===== src/core/acc_add_consts.svh =====
// How it works
// RL1 - Add-immediate adds the next byte; two bytes, two machine cycles.
// RL2 - Add-register adds the working register 0 to 7 that the opcode picks.
// RL3 - Indirect add points via register 0 or 1; bits 0-5 pick a RAM byte.
// RL4 - Add-with-carry-immediate adds the data byte plus the carry flag.
// RL5 - Half carry is carry out of bit 3, carry is carry out of bit 7.
`ifndef ACC_ADD_CONSTS_SVH
`define ACC_ADD_CONSTS_SVH

// ----------------------------------------
// Opcodes
// ----------------------------------------
`define OP_ADD_IMM      8'h03
`define OP_ADD_WITH_CARRY_OP_IMM     8'h13
`define OP_ADD_REG_HI   5'h0d
`define OP_ADD_IND_HI   7'h30
`define ACC_RESET       8'h00
`define RAM_ADDR_W      6

// ----------------------------------------
// Field positions
// ----------------------------------------
`define OPC_REG_MSB     7
`define OPC_REG_LSB     3
`define OPC_IND_LSB     1
`define REG_IDX_MSB     2
`define PTR_IDX_BIT     0
`define RAM_ADDR_MSB    5
`define SUM_HALF_BIT    8
`define SUM_CARRY_BIT   9

`endif


===== src/core/acc_add_pkg.sv =====
package acc_add_pkg;
	typedef enum logic [1:0] {
		ST_FETCH,
		ST_IMM
	} state_e;
endpackage : acc_add_pkg


===== src/core/accumulator_add_datapath.sv =====
`timescale 1ns/1ps
`include "acc_add_consts.svh"

module accumulator_add_datapath (
	// Clock and reset
	input  wire logic       clk,
	input  wire logic       rstn,
	// Instruction byte stream, one byte per machine cycle
	input  wire logic       byte_valid,
	input  wire logic [7:0] byte_data,
	// Working register bank read
	output logic [2:0]      working_register_sel,
	input  wire logic [7:0] reg_rdata,
	// Internal data RAM read
	output logic [5:0]      ram_addr,
	input  wire logic [7:0] ram_rdata,
	// Program status word flags, accumulator and immediate busy
	output logic [7:0]      acc,
	output logic            carry_flag,
	output logic            half_carry_flag,
	output logic            busy
);

	// ----------------------------------------
	// Timing notes
	// ----------------------------------------
	// One byte is taken per rising edge while byte_valid is high.
	// Register and indirect forms finish on the edge that takes the
	// opcode, so the bank and the RAM must answer in the same cycle;
	// a registered RAM would need an extra wait state here.
	// Immediate forms take the opcode on one edge and the data byte on
	// a later one; busy marks the gap, and any byte taken while busy
	// is data, even one that looks like an opcode.
	// Bytes that are no add form are ignored, so the rest of the
	// instruction set can share the same byte stream.

	// ----------------------------------------
	// Adder shared by every add form
	// ----------------------------------------
	function automatic logic [9:0] add8(input logic [7:0] a,
		input logic [7:0] b, input logic cin);
		logic [4:0] lo;
		logic [4:0] hi;
		lo = {1'b0, a[3:0]} + {1'b0, b[3:0]} + {4'h0, cin};
		hi = {1'b0, a[7:4]} + {1'b0, b[7:4]} + {4'h0, lo[4]};
		return {hi[4], lo[4], hi[3:0], lo[3:0]}; // RL5
	endfunction : add8

	// ----------------------------------------
	// Opcode decode, shared by datapath and checks
	// ----------------------------------------
	// Register form: upper five bits fixed, low three pick the register
	function automatic logic dec_add_reg(input logic [7:0] op);
		return op[`OPC_REG_MSB:`OPC_REG_LSB] == `OP_ADD_REG_HI; // RL2
	endfunction : dec_add_reg

	// Indirect form has two codes only, hence two pointer registers
	function automatic logic dec_add_ind(input logic [7:0] op);
		return op[`OPC_REG_MSB:`OPC_IND_LSB] == `OP_ADD_IND_HI; // RL3
	endfunction : dec_add_ind

	// Either two-byte immediate form
	function automatic logic dec_add_imm(input logic [7:0] op);
		return op == `OP_ADD_IMM || op == `OP_ADD_WITH_CARRY_OP_IMM; // RL1 RL4
	endfunction : dec_add_imm

	acc_add_pkg::state_e state_reg;
	logic                with_carry_reg;
	logic [7:0]          operand;
	logic                do_add;
	logic                cin;
	logic [9:0]          sum;
	logic                is_reg;
	logic                is_ind;

	// ----------------------------------------
	// Decode
	// ----------------------------------------
	// Register read index comes straight from the opcode
	assign is_reg = dec_add_reg(byte_data);                // RL2
	assign is_ind = dec_add_ind(byte_data);                // RL3
	// Pointer index keeps only the low opcode bit
	assign working_register_sel = is_ind
		? {2'h0, byte_data[`PTR_IDX_BIT]}
		: byte_data[`REG_IDX_MSB:0];                     // RL2 RL3
	// Upper two pointer bits are ignored: RAM is 64 bytes
	assign ram_addr = reg_rdata[`RAM_ADDR_MSB:0];          // RL3
	assign busy = state_reg == acc_add_pkg::ST_IMM;

	// ----------------------------------------
	// Operand select
	// ----------------------------------------
	// Pick operand and carry-in; the wait for data has priority
	// because a data byte may alias any opcode
	always_comb begin
		do_add  = 1'b0;
		operand = reg_rdata;
		cin     = 1'b0;
		if (byte_valid && state_reg == acc_add_pkg::ST_IMM) begin
			do_add  = 1'b1;
			operand = byte_data;                           // RL1
			cin     = with_carry_reg & carry_flag;         // RL4
		end else if (byte_valid && is_reg) begin
			do_add = 1'b1;
		end else if (byte_valid && is_ind) begin
			do_add  = 1'b1;
			operand = ram_rdata;
		end
	end
	assign sum = add8(acc, operand, cin);

	// ----------------------------------------
	// Immediate sequencing
	// ----------------------------------------
	// Two-cycle immediate forms wait for the data byte
	always_ff @(posedge clk or negedge rstn) begin
		if (!rstn) begin
			state_reg      <= acc_add_pkg::ST_FETCH;
			with_carry_reg <= 1'b0;
		end else if (byte_valid) begin
			if (state_reg == acc_add_pkg::ST_IMM) begin
				state_reg <= acc_add_pkg::ST_FETCH;
			end else if (dec_add_imm(byte_data)) begin
				state_reg      <= acc_add_pkg::ST_IMM;   // RL1
				with_carry_reg <= byte_data == `OP_ADD_WITH_CARRY_OP_IMM;
			end
		end
	end

	// ----------------------------------------
	// Accumulator update
	// ----------------------------------------
	// Accumulator and both carries; flags always follow the last add
	always_ff @(posedge clk or negedge rstn) begin
		if (!rstn) begin
			acc             <= `ACC_RESET;
			carry_flag      <= 1'b0;
			half_carry_flag <= 1'b0;
		end else if (do_add) begin
			acc             <= sum[7:0];
			half_carry_flag <= sum[`SUM_HALF_BIT];         // RL5
			carry_flag      <= sum[`SUM_CARRY_BIT];        // RL5
		end
	end

	// ----------------------------------------
	// Checks
	// ----------------------------------------
	// Opcode of an immediate form must open the wait for its data
	chk_imm_two_cycle: assert property ( // RL1
		@(posedge clk) disable iff (!rstn)
		byte_valid && !busy && dec_add_imm(byte_data) |=> busy)
		else $error("immediate add did not wait for data");

	// A data byte always ends the wait, whatever its value
	chk_imm_ends_wait: assert property ( // RL1
		@(posedge clk) disable iff (!rstn)
		byte_valid && busy |=> !busy)
		else $error("immediate wait did not end on data byte");

	// Register form adds the selected bank entry
	chk_reg_sum: assert property ( // RL2
		@(posedge clk) disable iff (!rstn)
		byte_valid && !busy && is_reg
		|=> acc == 8'($past(acc) + $past(reg_rdata)))
		else $error("register add result wrong");

	// Indirect form adds the RAM byte the pointer names
	chk_ind_sum: assert property ( // RL3
		@(posedge clk) disable iff (!rstn)
		byte_valid && !busy && is_ind
		|=> acc == 8'($past(acc) + $past(ram_rdata)))
		else $error("indirect add result wrong");

	// Indirect pointer is limited to the two lowest registers
	chk_ptr_range: assert property ( // RL3
		@(posedge clk) disable iff (!rstn)
		byte_valid && !busy && is_ind
		|-> working_register_sel[`REG_IDX_MSB:1] == 2'h0)
		else $error("indirect pointer outside register 0 or 1");

	// Add with carry folds the old carry into the sum
	chk_add_with_carry_op_sum: assert property ( // RL4
		@(posedge clk) disable iff (!rstn)
		byte_valid && busy && with_carry_reg
		|=> acc == 8'($past(acc) + $past(byte_data)
		+ 8'($past(carry_flag))))
		else $error("add with carry result wrong");

	// Carry of the add with carry, worked out at nine bits
	chk_add_with_carry_op_carry: assert property ( // RL4
		@(posedge clk) disable iff (!rstn)
		byte_valid && busy && with_carry_reg
		|=> carry_flag == (({1'b0, $past(acc)} + {1'b0, $past(byte_data)}
		+ {8'h00, $past(carry_flag)}) > 9'h0ff))
		else $error("add with carry flag wrong");

	// Both carries follow the nibble and byte carries of the sum
	chk_carry_out: assert property ( // RL5
		@(posedge clk) disable iff (!rstn)
		do_add |=> carry_flag == $past(sum[`SUM_CARRY_BIT]) &&
		half_carry_flag == ((($past(acc[3:0]) + $past(operand[3:0])
		+ 4'($past(cin))) & 5'h10) != 5'h0))
		else $error("carry flags wrong");

	// Plain immediate carry, independent of the shared adder
	chk_imm_carry: assert property ( // RL5
		@(posedge clk) disable iff (!rstn)
		byte_valid && busy && !with_carry_reg
		|=> carry_flag == (({1'b0, $past(acc)}
		+ {1'b0, $past(byte_data)}) > 9'h0ff))
		else $error("immediate add carry wrong");

	// Bytes that are no add form leave the datapath alone
	chk_other_ignored: assert property (
		@(posedge clk) disable iff (!rstn)
		byte_valid && !busy && !is_reg && !is_ind
		&& !dec_add_imm(byte_data)
		|=> $stable(acc) && $stable(carry_flag) && !busy)
		else $error("non-add byte changed the datapath");

	// Without a valid byte nothing may move
	chk_idle_hold: assert property (
		@(posedge clk) disable iff (!rstn)
		!byte_valid |=> $stable(acc) && $stable(carry_flag)
		&& $stable(half_carry_flag) && $stable(busy))
		else $error("state moved without a valid byte");

	// ----------------------------------------
	// Coverage
	// ----------------------------------------
	// Plain immediate add finishing
	cov_add_imm: cover property (@(posedge clk)
		byte_valid && busy && !with_carry_reg);
	// Add with carry while the carry is set
	cov_add_with_carry_op_carry: cover property (@(posedge clk)
		byte_valid && busy && with_carry_reg && carry_flag);
	// Indirect add through a pointer
	cov_ind: cover property (@(posedge clk) byte_valid && !busy && is_ind);
	// Register add
	cov_reg: cover property (@(posedge clk) byte_valid && !busy && is_reg);
	// Stream pauses between opcode and data byte
	cov_imm_gap: cover property (@(posedge clk) busy && !byte_valid);

endmodule : accumulator_add_datapath


===== config.mk =====
export PLATFORM = sky130hd
export DESIGN_NAME = accumulator_add_datapath
export DESIGN_NICKNAME = d
export VERILOG_FILES = /design/src/core/acc_add_pkg.sv /design/src/core/accumulator_add_datapath.sv
export VERILOG_INCLUDE_DIRS = /design/src /design/src/core
export SDC_FILE = /design/constraint.sdc
export NUM_CORES = 1
export LEC_CHECK = 0
export BUFFER_PORTS_ARGS = -buffer_cell sky130_fd_sc_hd__buf_2
export CAP_MARGIN = 20
export CORE_UTILIZATION = 42
export DETAILED_ROUTE_END_ITERATION = 8
export GPL_ROUTABILITY_DRIVEN = 0
export PLACE_DENSITY = 0.82
export SKIP_LAST_GASP = 1
export SLEW_MARGIN = 40
export SYNTH_ARGS = -nofsm -noshare
export SYNTH_HDL_FRONTEND = slang
export SYNTH_SLANG_ARGS = --single-unit

===== constraint.sdc =====
create_clock -name clk -period 3.16 [get_ports clk]
set_input_delay 0.632 -clock clk [delete_from_list [all_inputs] [get_ports clk]]
set_output_delay 0.632 -clock clk [all_outputs]
set_load 0.01 [all_outputs]

**Word level (Yosys, flattened, before mapping)**

Index checks and enable logic that the tools add are counted.

- Bits in registers: 13
- Bits of input ports: 27
- Output and inout bits: 20
- Word-level logic and storage cells: 33

- $add $sub $neg: 4
- Eq/ne operators: 5
- Muxes and demuxes: 10
- Bitwise gates (word level): 2
- Reduce and logical (&&, ||, !) cells: 7

Operator list:

| kind | number |
|---|---|
| 8-bit two-way mux | 3 |
| 4-bit by 4-bit adder with 5-bit output | 2 |
| 5-bit by 1-bit adder with 5-bit output | 2 |
| 8-bit by 2-bit == test with 1-bit output (second input constant) | 1 |
| 8-bit by 5-bit == test with 1-bit output (second input constant) | 1 |
| 7-bit by 6-bit == test with 1-bit output (second input constant) | 1 |
| 5-bit by 4-bit == test with 1-bit output (second input constant) | 1 |
| 1-bit two-way mux | 4 |
| 2-bit two-way mux | 2 |
| 1-bit logical AND | 3 |
| 3-bit two-way mux | 1 |
| 3-bit AND reduction | 1 |
| 2-bit by 1-bit == test with 1-bit output (second input constant) | 1 |
| 2-bit AND reduction | 1 |
| 2-bit nonzero test | 1 |
| 1-bit AND | 1 |
| 1-bit logical OR | 1 |
| 1-bit NOT | 1 |

**Longest topological paths before layout**

Gate-level depths: netlist of the first run.

- Depth in word-level cells: 8
- Depth in mapped cells: 15
- Gate-level depth less buffers: 14

**Worst setup path after synthesis of the first run**

OpenSTA, ideal clock, no wires.

- Kind: input to register
- Start point: input byte_data[3]
- End point: register acc[6]
- Library setup time: 0.125 ns
- Arrival: 4.265 ns
- Data required time: 3.035 ns
- Setup slack: -1.230 ns
- Stages: 14
- Buffers on the path: 1
- Cell sequence: or4b_1 -> or4_4 -> buf_6 -> mux2i_1 -> o21ai_0 -> fa_1 -> fa_1 -> a21o_1 -> a21oi_1 -> fa_1 -> inv_1 -> fa_1 -> xor2_1 -> mux2_4

- Longest elaborated chain between the ends: 8
- Elaborated cells between the ends (all ways): 14
- Those cells by class: add/sub (4); eq/ne (2); mux (6); reduce/logical (2)

Ends and longest elaborated chain:

| item | RTL line | RTL |
|---|---|---|
| start, declared | accumulator_add_datapath.sv:10 | `input wire logic [7:0] byte_data,` |
| 7-bit by 6-bit == test with 1-bit output (no source line) | -- |  |
| 1-bit logical AND | accumulator_add_datapath.sv:105 | `end else if (byte_valid && is_ind) begin` |
| 8-bit two-way mux | accumulator_add_datapath.sv:105 |  |
| 8-bit two-way mux | accumulator_add_datapath.sv:103 | `end else if (byte_valid && is_reg) begin` |
| 8-bit two-way mux | accumulator_add_datapath.sv:99 | `if (byte_valid && state_reg == acc_add_pkg::ST_IMM) begin` |
| 4-bit by 4-bit adder with 5-bit output | accumulator_add_datapath.sv:44 | `lo = {1'b0, a[3:0]} + {1'b0, b[3:0]} + {4'h0, cin};` |
| 5-bit by 1-bit adder with 5-bit output | accumulator_add_datapath.sv:44 |  |
| 5-bit by 1-bit adder with 5-bit output | accumulator_add_datapath.sv:45 | `hi = {1'b0, a[7:4]} + {1'b0, b[7:4]} + {4'h0, lo[4]};` |
| end signal, assigned | accumulator_add_datapath.sv:136 | `` acc <= `ACC_RESET; `` |
| end signal, assigned | accumulator_add_datapath.sv:140 | `acc <= sum[7:0];` |
| end, declared | accumulator_add_datapath.sv:18 | `output logic [7:0] acc,` |

Parallel ways exist; a longest one is shown, timed or not.
A chain may end at the register's enable or synchronous reset.

**Final worst setup path of the first run**

Same ends and word-level chain as after synthesis.

==> results of run 1 <==
-- critical path: stages --
cell	delay [ps]
buf_6	90
or4b_4	530
or4_4	500
mux2i_1	160
o21ai_1	90
fa_2	370
fa_2	350
a21o_1	170
a21oi_2	180
fa_2	240
inv_2	40
fa_2	340
xor2_1	170
mux2_4	260
-- cells by family after synthesis --
kind of cell / after synthesis / share of synthesized area [%]
XOR/XNOR: 4 / 3.36
AND/OR/NAND/NOR: 18 / 9.25
flip-flops: 12 / 28.8
adder cells (fa/ha/maj): 10 / 14.9
buffers and inverters: 18 / 10.4
multiplexers: 20 / 22.8
AO/OA/AOI/OAI: 17 / 10.4
-- per-layer routing --
layer	part of all wire, %	vias to the layer above
met5	0	-
met4	1.6	0
met3	3.8	4
met2	50	29
met1	45	448
li1	-	454
-- through the flow --
stage / utilization [%] / power, W / setup slack [ps] / TNS (ps) / instances
final: 64.0 / 0.000965 / -785 / -3330 / 187
after global routing: 64.0 / 0.00104 / -917 / -4000 / 187
after CTS: 63.3 / 0.000962 / -773 / -3280 / 185
after detailed placement: 60.4 / 0.000809 / -1110 / -5880 / 179
after global placement: 60.4 / 0.000775 / -1040 / -5330 / 179
after floorplan: - / 0.000601 / -1010 / -4430 / 99
-- power groups by stage --
stage | clock (W) | sequential [W] | combinational, W
after global placement | 0 | 0.000281 | 0.000494
after detailed placement | 0 | 0.000287 | 0.000522
final | 0.000129 | 0.000283 | 0.000553
after CTS | 0.000130 | 0.000284 | 0.000548
after global routing | 0.000139 | 0.000292 | 0.000611
after floorplan | 0 | 0.000305 | 0.000296
-- cell usage after synthesis, drive strengths merged --
| master | number | area [sq um] |
|---|---|---|
| dfrtp | 12 | 300 |
| xnor2 | 1 | 8.76 |
| mux2 | 9 | 128 |
| clkbuf | 3 | 11.3 |
| or4b | 1 | 10.0 |
| o21ai | 9 | 45.0 |
| fa | 4 | 80.1 |
| and3 | 1 | 6.26 |
| a21o | 3 | 22.5 |
| nor4 | 1 | 6.26 |
| xor2 | 3 | 26.3 |
| o311a | 1 | 21.3 |
| nand2b | 1 | 6.26 |
| ha | 6 | 75.1 |
| buf | 9 | 75.1 |
| mux2i | 11 | 110 |
| and2 | 1 | 6.26 |
| nand4b | 1 | 8.76 |
| a21oi | 4 | 20.0 |
| inv | 6 | 22.5 |
| or4 | 1 | 11.3 |
| nand2 | 11 | 41.3 |
-- final timing paths --
| check | startpoint | slack, ps | cells past startpoint | end |
|---|---|---|---|---|
| worst max-delay path | byte_data[3] | -780 | 14 | acc[6]$_DFFE_PN0P_ |
| max in group asynchronous | rstn | 2720 | 1 | acc[0]$_DFFE_PN0P_ |
| worst min register to register | with_carry_reg$_DFFE_PN0P_ | 510 | 1 | with_carry_reg$_DFFE_PN0P_ |
| min in group clk | with_carry_reg$_DFFE_PN0P_ | 510 | 1 | with_carry_reg$_DFFE_PN0P_ |
| worst max register to register | state_reg[0]$_DFFE_PN0P_ | 50 | 11 | acc[6]$_DFFE_PN0P_ |
| worst min-delay path | rstn | 210 | 1 | acc[6]$_DFFE_PN0P_ |
-- repair_timing --
action,4_1_cts,5_1_grt
setup endpoints to repair,6,7
buffers inserted,2,3
pin swaps,4,1
gates resized for setup,3,0
-- cell type report --
class / instances / area [sq um] / share of cell area (%)
multi-input combinational: 69 / 654 / 44.9
timing repair buffer: 68 / 408 / 28.0
sequential: 12 / 300 / 20.6
clock buffer: 4 / 36.3 / 2.49
tap: 28 / 35.0 / 2.41
inverter: 6 / 22.5 / 1.55
==> impl_metrics.json, run 1 <==
{
  "initial_core_util_pct": 45.8,
  "vias": 935,
  "skew_ps": 7.38,
  "fin_ws_ps": -785,
  "holdWs_ps": 213,
  "numPortBuffers": 46,
  "ctsHtreeMaxLevel": 1,
  "grt_use_met3_pct": 1.75,
  "required_ps": 3340,
  "drc_errors": 0,
  "overflow": 0,
  "power_density_nw_per_um2": 662,
  "grt_start_max_net_pins": 13,
  "synth_seq_area_share_pct": 28.8,
  "via_per_inst": 5.00,
  "ir_drop_mv": 0.582,
  "mostFrequentLayoutCells": "44 x buf_2, 22 x buf_4, 12 x dfrtp_1",
  "wire_per_inst_microns": 13.5,
  "dieArea_sq_um": 2680,
  "ys_warn_count": 0,
  "drtAntennaViolNets": 0,
  "clockRootBuffer": "clkbuf_4",
  "grt_pass1_wl_microns": 3950,
  "cts_made_buffers": 3,
  "hold_viol_final": 0,
  "largest_reg_flops": 8,
  "cp_max_fo": 2,
  "use_met1_pct": 26.3,
  "fp-row-count": 17,
  "seqPwrFrac_pct": 29.3,
  "drt_iter0_drc": 18,
  "syn_inst": 99,
  "crit_type": "in2reg",
  "power_frac_clock_pct": 13.4,
  "drive_gt1_share_pct": 57.2,
  "place_area_sq_um": 1370,
  "n_antenna_cell": 0,
  "clkTransAtPathRegs_ps": 90,
  "met2_usage_pct": 34.8,
  "ys_ff_latch": 12,
  "hp-class": "in2async",
  "cp-end-kind": "register",
  "post-dp-hpwl_microns": 2050,
  "cts_hold_buffers": 0,
  "combinationalPowerShare_pct": 57.3,
  "nets": 197,
  "dieHeight_microns": 51.8,
  "slew_violations": 0,
  "yosysUniqueCellTypes": 24,
  "regMostFlops": "acc",
  "io_pins": 47,
  "status": "finished, violations left",
  "power_leakage_nw": 0.848,
  "final_cell_area_sq_um": 1460,
  "p_sw_w": 0.000364,
  "violations": "negative setup slack",
  "cts_tree": "yes",
  "synth_area_per_cell_sq_um": 10.5,
  "worstMarginPinSlew_ps": 352,
  "setup_viol": 7,
  "cap_violations": 0,
  "fin_crit_sh_pct": 125,
  "rsz0062_at_grt": "true",
  "power.internal_w": 0.000601,
  "cts.sinks": 12,
  "fp.dieW_microns": 51.8,
  "fmax_ghz": 0.254,
  "period_needed_ps": 3940,
  "mappedNetlistNets": 136,
  "synth_area_sq_um": 1040,
  "dr.pass1.iters": 4,
  "antenna_found_initial": 0,
  "swShare_pct": 37.7,
  "area_growth_pct": 39.7,
  "fill_cells": 183,
  "worstSkewPairLatency_ps": 280,
  "grt_pass1_vias": 890,
  "worst_setup_path_start_kind": "primary input",
  "wl_microns": 2520,
  "fp.coreArea_sq_um": 2280,
  "layout_commonest_cell": "buf_2",
  "max_slew_margin_pct": 76.3,
  "top_usage_layer": "met2",
  "grt_usage_pct": 20.5,
  "critPathArrivalTime_ps": 4120,
  "cts.path.max_buffers": 2
}
No activity file was read; power rests on OpenSTA's default activity.
==> run 2, diff against run 1 <==
--- a/config.mk
+++ b/config.mk
@@ -8,10 +8,10 @@
 export LEC_CHECK = 0
 export BUFFER_PORTS_ARGS = -buffer_cell sky130_fd_sc_hd__buf_2
 export CAP_MARGIN = 20
-export CORE_UTILIZATION = 42
+export CORE_UTILIZATION = 40
 export DETAILED_ROUTE_END_ITERATION = 8
 export GPL_ROUTABILITY_DRIVEN = 0
-export PLACE_DENSITY = 0.82
+export PLACE_DENSITY = 0.78
 export SKIP_LAST_GASP = 1
 export SLEW_MARGIN = 40
 export SYNTH_ARGS = -nofsm -noshare
==> run 2 against run 1 <==
Compared with the run above: sequential cell count unchanged; critical path depth unchanged; largest power group unchanged; critical endpoint unchanged; register-to-register slack improved by 30 ps; die area is 4.8% higher; maximum frequency is 1.2% higher; the flow still finishes with violations (negative setup slack); clock power about the same; highest routed layer unchanged; via count shrank 1.3%; sequential share of layout area grew 0.29 points; non-clock buffer count shrank 3; final cell count down 0.53%.
==> impl_metrics.json, run 2 (synthesized netlist as in run 1, its figures left out) <==
{
  "ctsHtreeMaxLevel": 1,
  "period_needed_ps": 3900,
  "met2_usage_pct": 41.4,
  "required_ps": 3330,
  "cp_slowest_stage_delay_ps": 530,
  "critPathArrivalTime_ps": 4070,
  "clkTransAtPathRegs_ps": 80,
  "vias": 923,
  "grt_pass1_wl_microns": 4260,
  "worst_setup_path_start_kind": "primary input",
  "fp.dieW_microns": 53.0,
  "grt_pass1_vias": 994,
  "drtAntennaViolNets": 0,
  "cts.sinks": 12,
  "via_per_inst": 4.96,
  "cp_max_fo": 2,
  "crit_slowest_cell": "or4b_4",
  "max_slew_margin_pct": 73.2,
  "hold_viol_final": 0,
  "top_usage_layer": "met2",
  "crit_top_cell": "fa_2",
  "n_antenna_cell": 0,
  "cts.path.max_buffers": 2,
  "final_util_pct": 58.0,
  "critPathBufInv": 2,
  "setup_viol": 5,
  "initial_core_util_pct": 42.1,
  "power_leakage_nw": 0.834,
  "mostFrequentLayoutCells": "44 x buf_2, 19 x buf_4, 12 x dfrtp_1",
  "nets": 194,
  "grt_start_max_net_pins": 13,
  "use_met1_pct": 23.7,
  "wire_per_inst_microns": 13.6,
  "fp.coreArea_sq_um": 2480,
  "fin_ws_ps": -738,
  "r2r_cells": 11,
  "crit_family": "adder cells",
  "cap_violations": 0,
  "worstMarginPinSlew_ps": 398,
  "wl_microns": 2530,
  "largest_reg_flops": 8,
  "ir_drop_mv": 0.438,
  "cts_tree": "yes",
  "path_cells": "buf_6 > or4b_4 > or4_4 > mux2i_1 > o21ai_1 > fa_2 > fa_2 > a21o_1 > a21oi_2 > fa_2 > inv_2 > fa_2 > xor2_1 > mux2_4",
  "fin_crit_sh_pct": 123,
  "dr.pass1.iters": 4,
  "numPortBuffers": 46,
  "rr_startpoint": "state_reg[0]$_DFFE_PN0P_",
  "io_pins": 47,
  "cts_hold_buffers": 0,
  "antenna_found_initial": 0,
  "grt_use_met3_pct": 3.74,
  "status": "finished, violations left",
  "cp-end-kind": "register",
  "dp.cells": 180,
  "reg2reg_slack_ps": 80,
  "slew_violations": 0,
  "fin_cells": 186,
  "drc_errors": 0,
  "rsz0062_at_grt": "true",
  "layout_commonest_cell": "buf_2",
  "power_density_nw_per_um2": 649,
  "dieHeight_microns": 53.0,
  "drive_gt1_share_pct": 56.4,
  "violations": "negative setup slack",
  "worstSkewPairLatency_ps": 280,
  "r2r_end": "acc[6]$_DFFE_PN0P_",
  "skew_ps": 1.94,
  "clockRootBuffer": "clkbuf_4",
  "post-dp-hpwl_microns": 2150,
  "regMostFlops": "acc",
  "fmax_ghz": 0.257,
  "area_growth_pct": 37.8,
  "grt_usage_pct": 21.4,
  "crit_type": "in2reg",
  "drt_iter0_drc": 5,
  "dieArea_sq_um": 2810,
  "fp-row-count": 18,
  "cts_made_buffers": 3,
  "overflow": 0,
  "hp-class": "in2async"
}
## run 2: cell count changes in the layout (fill, tap and decap cells not counted), sizes merged
cell / previous run / this run
buf: 68 / 65
## run 2: stage by stage
step | power [W] | TNS, ps | hold WS (ps) | instance area [sq um] | setup WS, ps
2_1_floorplan | 0.000601 | -4430 | 336 | 1060 | -1010
3_3_place_gp | 0.000778 | -5280 | 494 | 1370 | -1040
3_5_place_dp | 0.000805 | -6280 | 521 | 1370 | -1150
4_1_cts | 0.000945 | -3150 | 221 | 1430 | -775
5_1_grt | 0.00103 | -3610 | 223 | 1440 | -886
6_report | 0.000933 | -2930 | 217 | 1440 | -738
## run 2: layer usage
metal / up-vias / wire length (microns)
met2: 30 / 1400
met4: 0 / 21
li1: 448 / -
met1: 441 / 981
met5: - / 0
met3: 4 / 125
## run 2: repair_timing
| action | in CTS | in global routing |
|---|---|---|
| resized for setup | 4 | 0 |
| endpoints found under the setup margin | 6 | 7 |
| pin swaps | 7 | 4 |
| cloned | 0 | 0 |
| setup buffers | 1 | 1 |
## run 2: worst max-delay path by stage
stage / from / endpoint / slack [ps] / cells after the start
after global routing: byte_data[3] / carry_flag$_DFFE_PN0P_ / -890 / 15
after floorplan: byte_data[3] / acc[6]$_DFFE_PN0P_ / -1010 / 14
after detailed placement: byte_data[3] / acc[6]$_DFFE_PN0P_ / -1150 / 14
after CTS: byte_data[3] / acc[6]$_DFFE_PN0P_ / -780 / 14
after global placement: byte_data[3] / acc[6]$_DFFE_PN0P_ / -1040 / 14
final: byte_data[3] / acc[6]$_DFFE_PN0P_ / -740 / 14
## run 2: area by class of cell
cell class	instances	area, sq um
clock buffers	4	36.3
fillers	245	1040
inverters	6	22.5
multi-input cells	69	654
flip-flops and latches	12	300
well taps	30	37.5
repair buffers	65	385
## run 2: worst register-to-register path: stages, from the launching register on
cell and delay [ps]:
dfrtp_1 380, and2_0 250, and3_1 250, fa_2 370, fa_2 350, a21o_1 170, a21oi_2 180, fa_2 240
inv_2 40, fa_2 340, xor2_1 150, mux2_4 260
## run 2: where the power goes
group | total, W | internal [W] | switching, W
Sequential | 0.000282 | 0.000218 | 0.0000639
Clock | 0.000128 | 0.0000701 | 0.0000581
Combinational | 0.000522 | 0.000292 | 0.000230
==> run 3, diff against run 2 <==
--- a/config.mk
+++ b/config.mk
@@ -12,6 +12,7 @@
 export DETAILED_ROUTE_END_ITERATION = 8
 export GPL_ROUTABILITY_DRIVEN = 0
 export PLACE_DENSITY = 0.78
+export REMOVE_ABC_BUFFERS = 1
 export SKIP_LAST_GASP = 1
 export SLEW_MARGIN = 40
 export SYNTH_ARGS = -nofsm -noshare
==> constraint.sdc (replaced) <==
create_clock -name clk -period 3.16 [get_ports clk]
set_input_delay 0.632 -clock clk [delete_from_list [all_inputs] [get_ports clk]]
set_output_delay 0.632 -clock clk [all_outputs]
set_load 0.05 [all_outputs]
==> run 3 against run 2 <==
Compared with the run above: the flow still finishes with violations (negative setup slack); maximum frequency shrank 1.2%; worst setup slack lost 49 ps; combinational power grew 49%; sequential share of layout area shrank 0.34 points; clock power shrank 21%; via count grew 3.0%.
==> impl_metrics.json, run 3 (synthesized netlist as in run 1, its figures left out) <==
{
  "crit_type": "in2reg",
  "ctsHtreeMaxLevel": 1,
  "layout_commonest_cell": "buf_2",
  "drc_errors": 0,
  "drt_iter0_drc": 13,
  "fin_cells": 189,
  "regMostFlops": "acc",
  "cts_tree": "yes",
  "mostFrequentLayoutCells": "44 x buf_2, 23 x buf_4, 12 x dfrtp_1",
  "grt_pass1_wl_microns": 4130,
  "critPathBufInv": 2,
  "cts_hold_buffers": 0,
  "rr_startpoint": "state_reg[0]$_DFFE_PN0P_",
  "wire_per_inst_microns": 14.4,
  "dp.cells": 182,
  "worstSkewPairLatency_ps": 280,
  "crit_family": "adder cells",
  "drtAntennaViolNets": 0,
  "fin_ws_ps": -788,
  "violations": "negative setup slack",
  "grt_pass1_vias": 986,
  "max_slew_margin_pct": 79.4,
  "holdWs_ps": 212,
  "fmax_ghz": 0.253,
  "wl_microns": 2720,
  "numPortBuffers": 46,
  "fp.dieW_microns": 53.0,
  "post-dp-hpwl_microns": 2160,
  "slew_violations": 0,
  "clockRootBuffer": "clkbuf_4",
  "ir_drop_mv": 0.764,
  "setup_tns_ps": -3100,
  "power_density_nw_per_um2": 795,
  "setup_viol": 5,
  "vias": 951,
  "cap_violations": 0,
  "total_power_w": 0.00116,
  "worstMarginPinSlew_ps": 306,
  "initial_core_util_pct": 42.1,
  "fp-row-count": 18,
  "drive_gt1_share_pct": 58.5,
  "crit_top_cell": "fa_2",
  "overflow": 0,
  "hold_viol_final": 0,
  "nets": 198,
  "r2r_end": "acc[6]$_DFFE_PN0P_",
  "critical_path_depth": 14,
  "dieHeight_microns": 53.0,
  "area_growth_pct": 40.1,
  "fill_cells": 233,
  "io_pins": 47,
  "largest_reg_flops": 8,
  "worst_setup_path_start_kind": "primary input",
  "hp-class": "in2async",
  "power_leakage_nw": 0.849,
  "grt_start_max_net_pins": 13,
  "dieArea_sq_um": 2810,
  "antenna_found_initial": 0,
  "grt_usage_pct": 21.1,
  "via_per_inst": 5.03,
  "reg2reg_slack_ps": 60,
  "r2r_cells": 11,
  "clkTransAtPathRegs_ps": 90,
  "cts.path.max_buffers": 2,
  "critPathArrivalTime_ps": 4120,
  "crit_end": "acc[6]$_DFFE_PN0P_",
  "n_antenna_cell": 0,
  "fp.coreArea_sq_um": 2480,
  "path_cells": "buf_6 > or4b_4 > or4_4 > mux2i_1 > o21ai_2 > fa_2 > fa_2 > a21o_1 > a21oi_2 > fa_2 > inv_2 > fa_2 > xor2_1 > mux2_4",
  "rsz0062_at_grt": "true",
  "cp_max_fo": 2,
  "setup.worst_path.start": "byte_data[3]",
  "cts_made_buffers": 3,
  "cp-end-kind": "register",
  "cts.sinks": 12,
  "dr.pass1.iters": 5,
  "skew_ps": 9.84,
  "status": "finished, violations left",
  "fin_crit_sh_pct": 125,
  "required_ps": 3340,
  "period_needed_ps": 3950,
  "cp_slowest_stage_delay_ps": 530,
  "crit_slowest_cell": "or4b_4"
}
-- run 3: changes by cell type in the layout (fill, tap and decap cells not counted), sizes merged --
cell / before / now
buf: 65 / 69
clkbuf: 4 / 3
-- run 3: per-stage QoR --
stage | utilization [%] | setup slack, ps | instance area (sq um)
floorplan | - | -1210 | 956
global placement | 55.2 | -1270 | 1370
detailed placement | 55.2 | -1430 | 1370
CTS | 57.5 | -825 | 1420
global route | 58.9 | -918 | 1460
finish | 58.9 | -788 | 1460
-- run 3: worst min-delay path by stage --
| stage | end | depth (start not counted) | slack, ps | start |
|---|---|---|---|---|
| finish | acc[2]$_DFFE_PN0P_ | 1 | 210 | rstn |
| global route | acc[2]$_DFFE_PN0P_ | 1 | 240 | rstn |
| CTS | acc[2]$_DFFE_PN0P_ | 1 | 220 | rstn |
| detailed placement | with_carry_reg$_DFFE_PN0P_ | 1 | 510 | with_carry_reg$_DFFE_PN0P_ |
| global placement | with_carry_reg$_DFFE_PN0P_ | 1 | 480 | with_carry_reg$_DFFE_PN0P_ |
| floorplan | acc[0]$_DFFE_PN0P_ | 0 | 340 | rstn |
-- run 3: layout make-up --
class,instances,area (sq um),share of cell area [%]
timing repair buffer,69,415,28.4
sequential,12,300,20.6
clock buffer,3,22.5,1.54
tap,30,37.5,2.57
inverter,6,22.5,1.54
multi-input combinational,69,662,45.3
-- run 3: timing repair --
item | 4_1_cts | 5_1_grt
pin swaps | 3 | 6
setup endpoints to repair | 8 | 7
resized for setup | 11 | 4
buffers inserted | 1 | 3
-- run 3: layer usage --
metal	global-route usage, %	vias to the layer above	wire length (microns)
met2	39.0	32	1430
met3	4.31	2	110
met5	0	-	0
li1	-	454	-
met4	6.58	0	27
met1	23.9	463	1150
-- run 3: power by group --
part	leakage (nW)	internal, W	switching (W)	total (W)
sequential	0.148	0.000218	0.0000632	0.000281
combinational	0.687	0.000314	0.000465	0.000778
clock	0.0138	0.0000442	0.0000565	0.000101
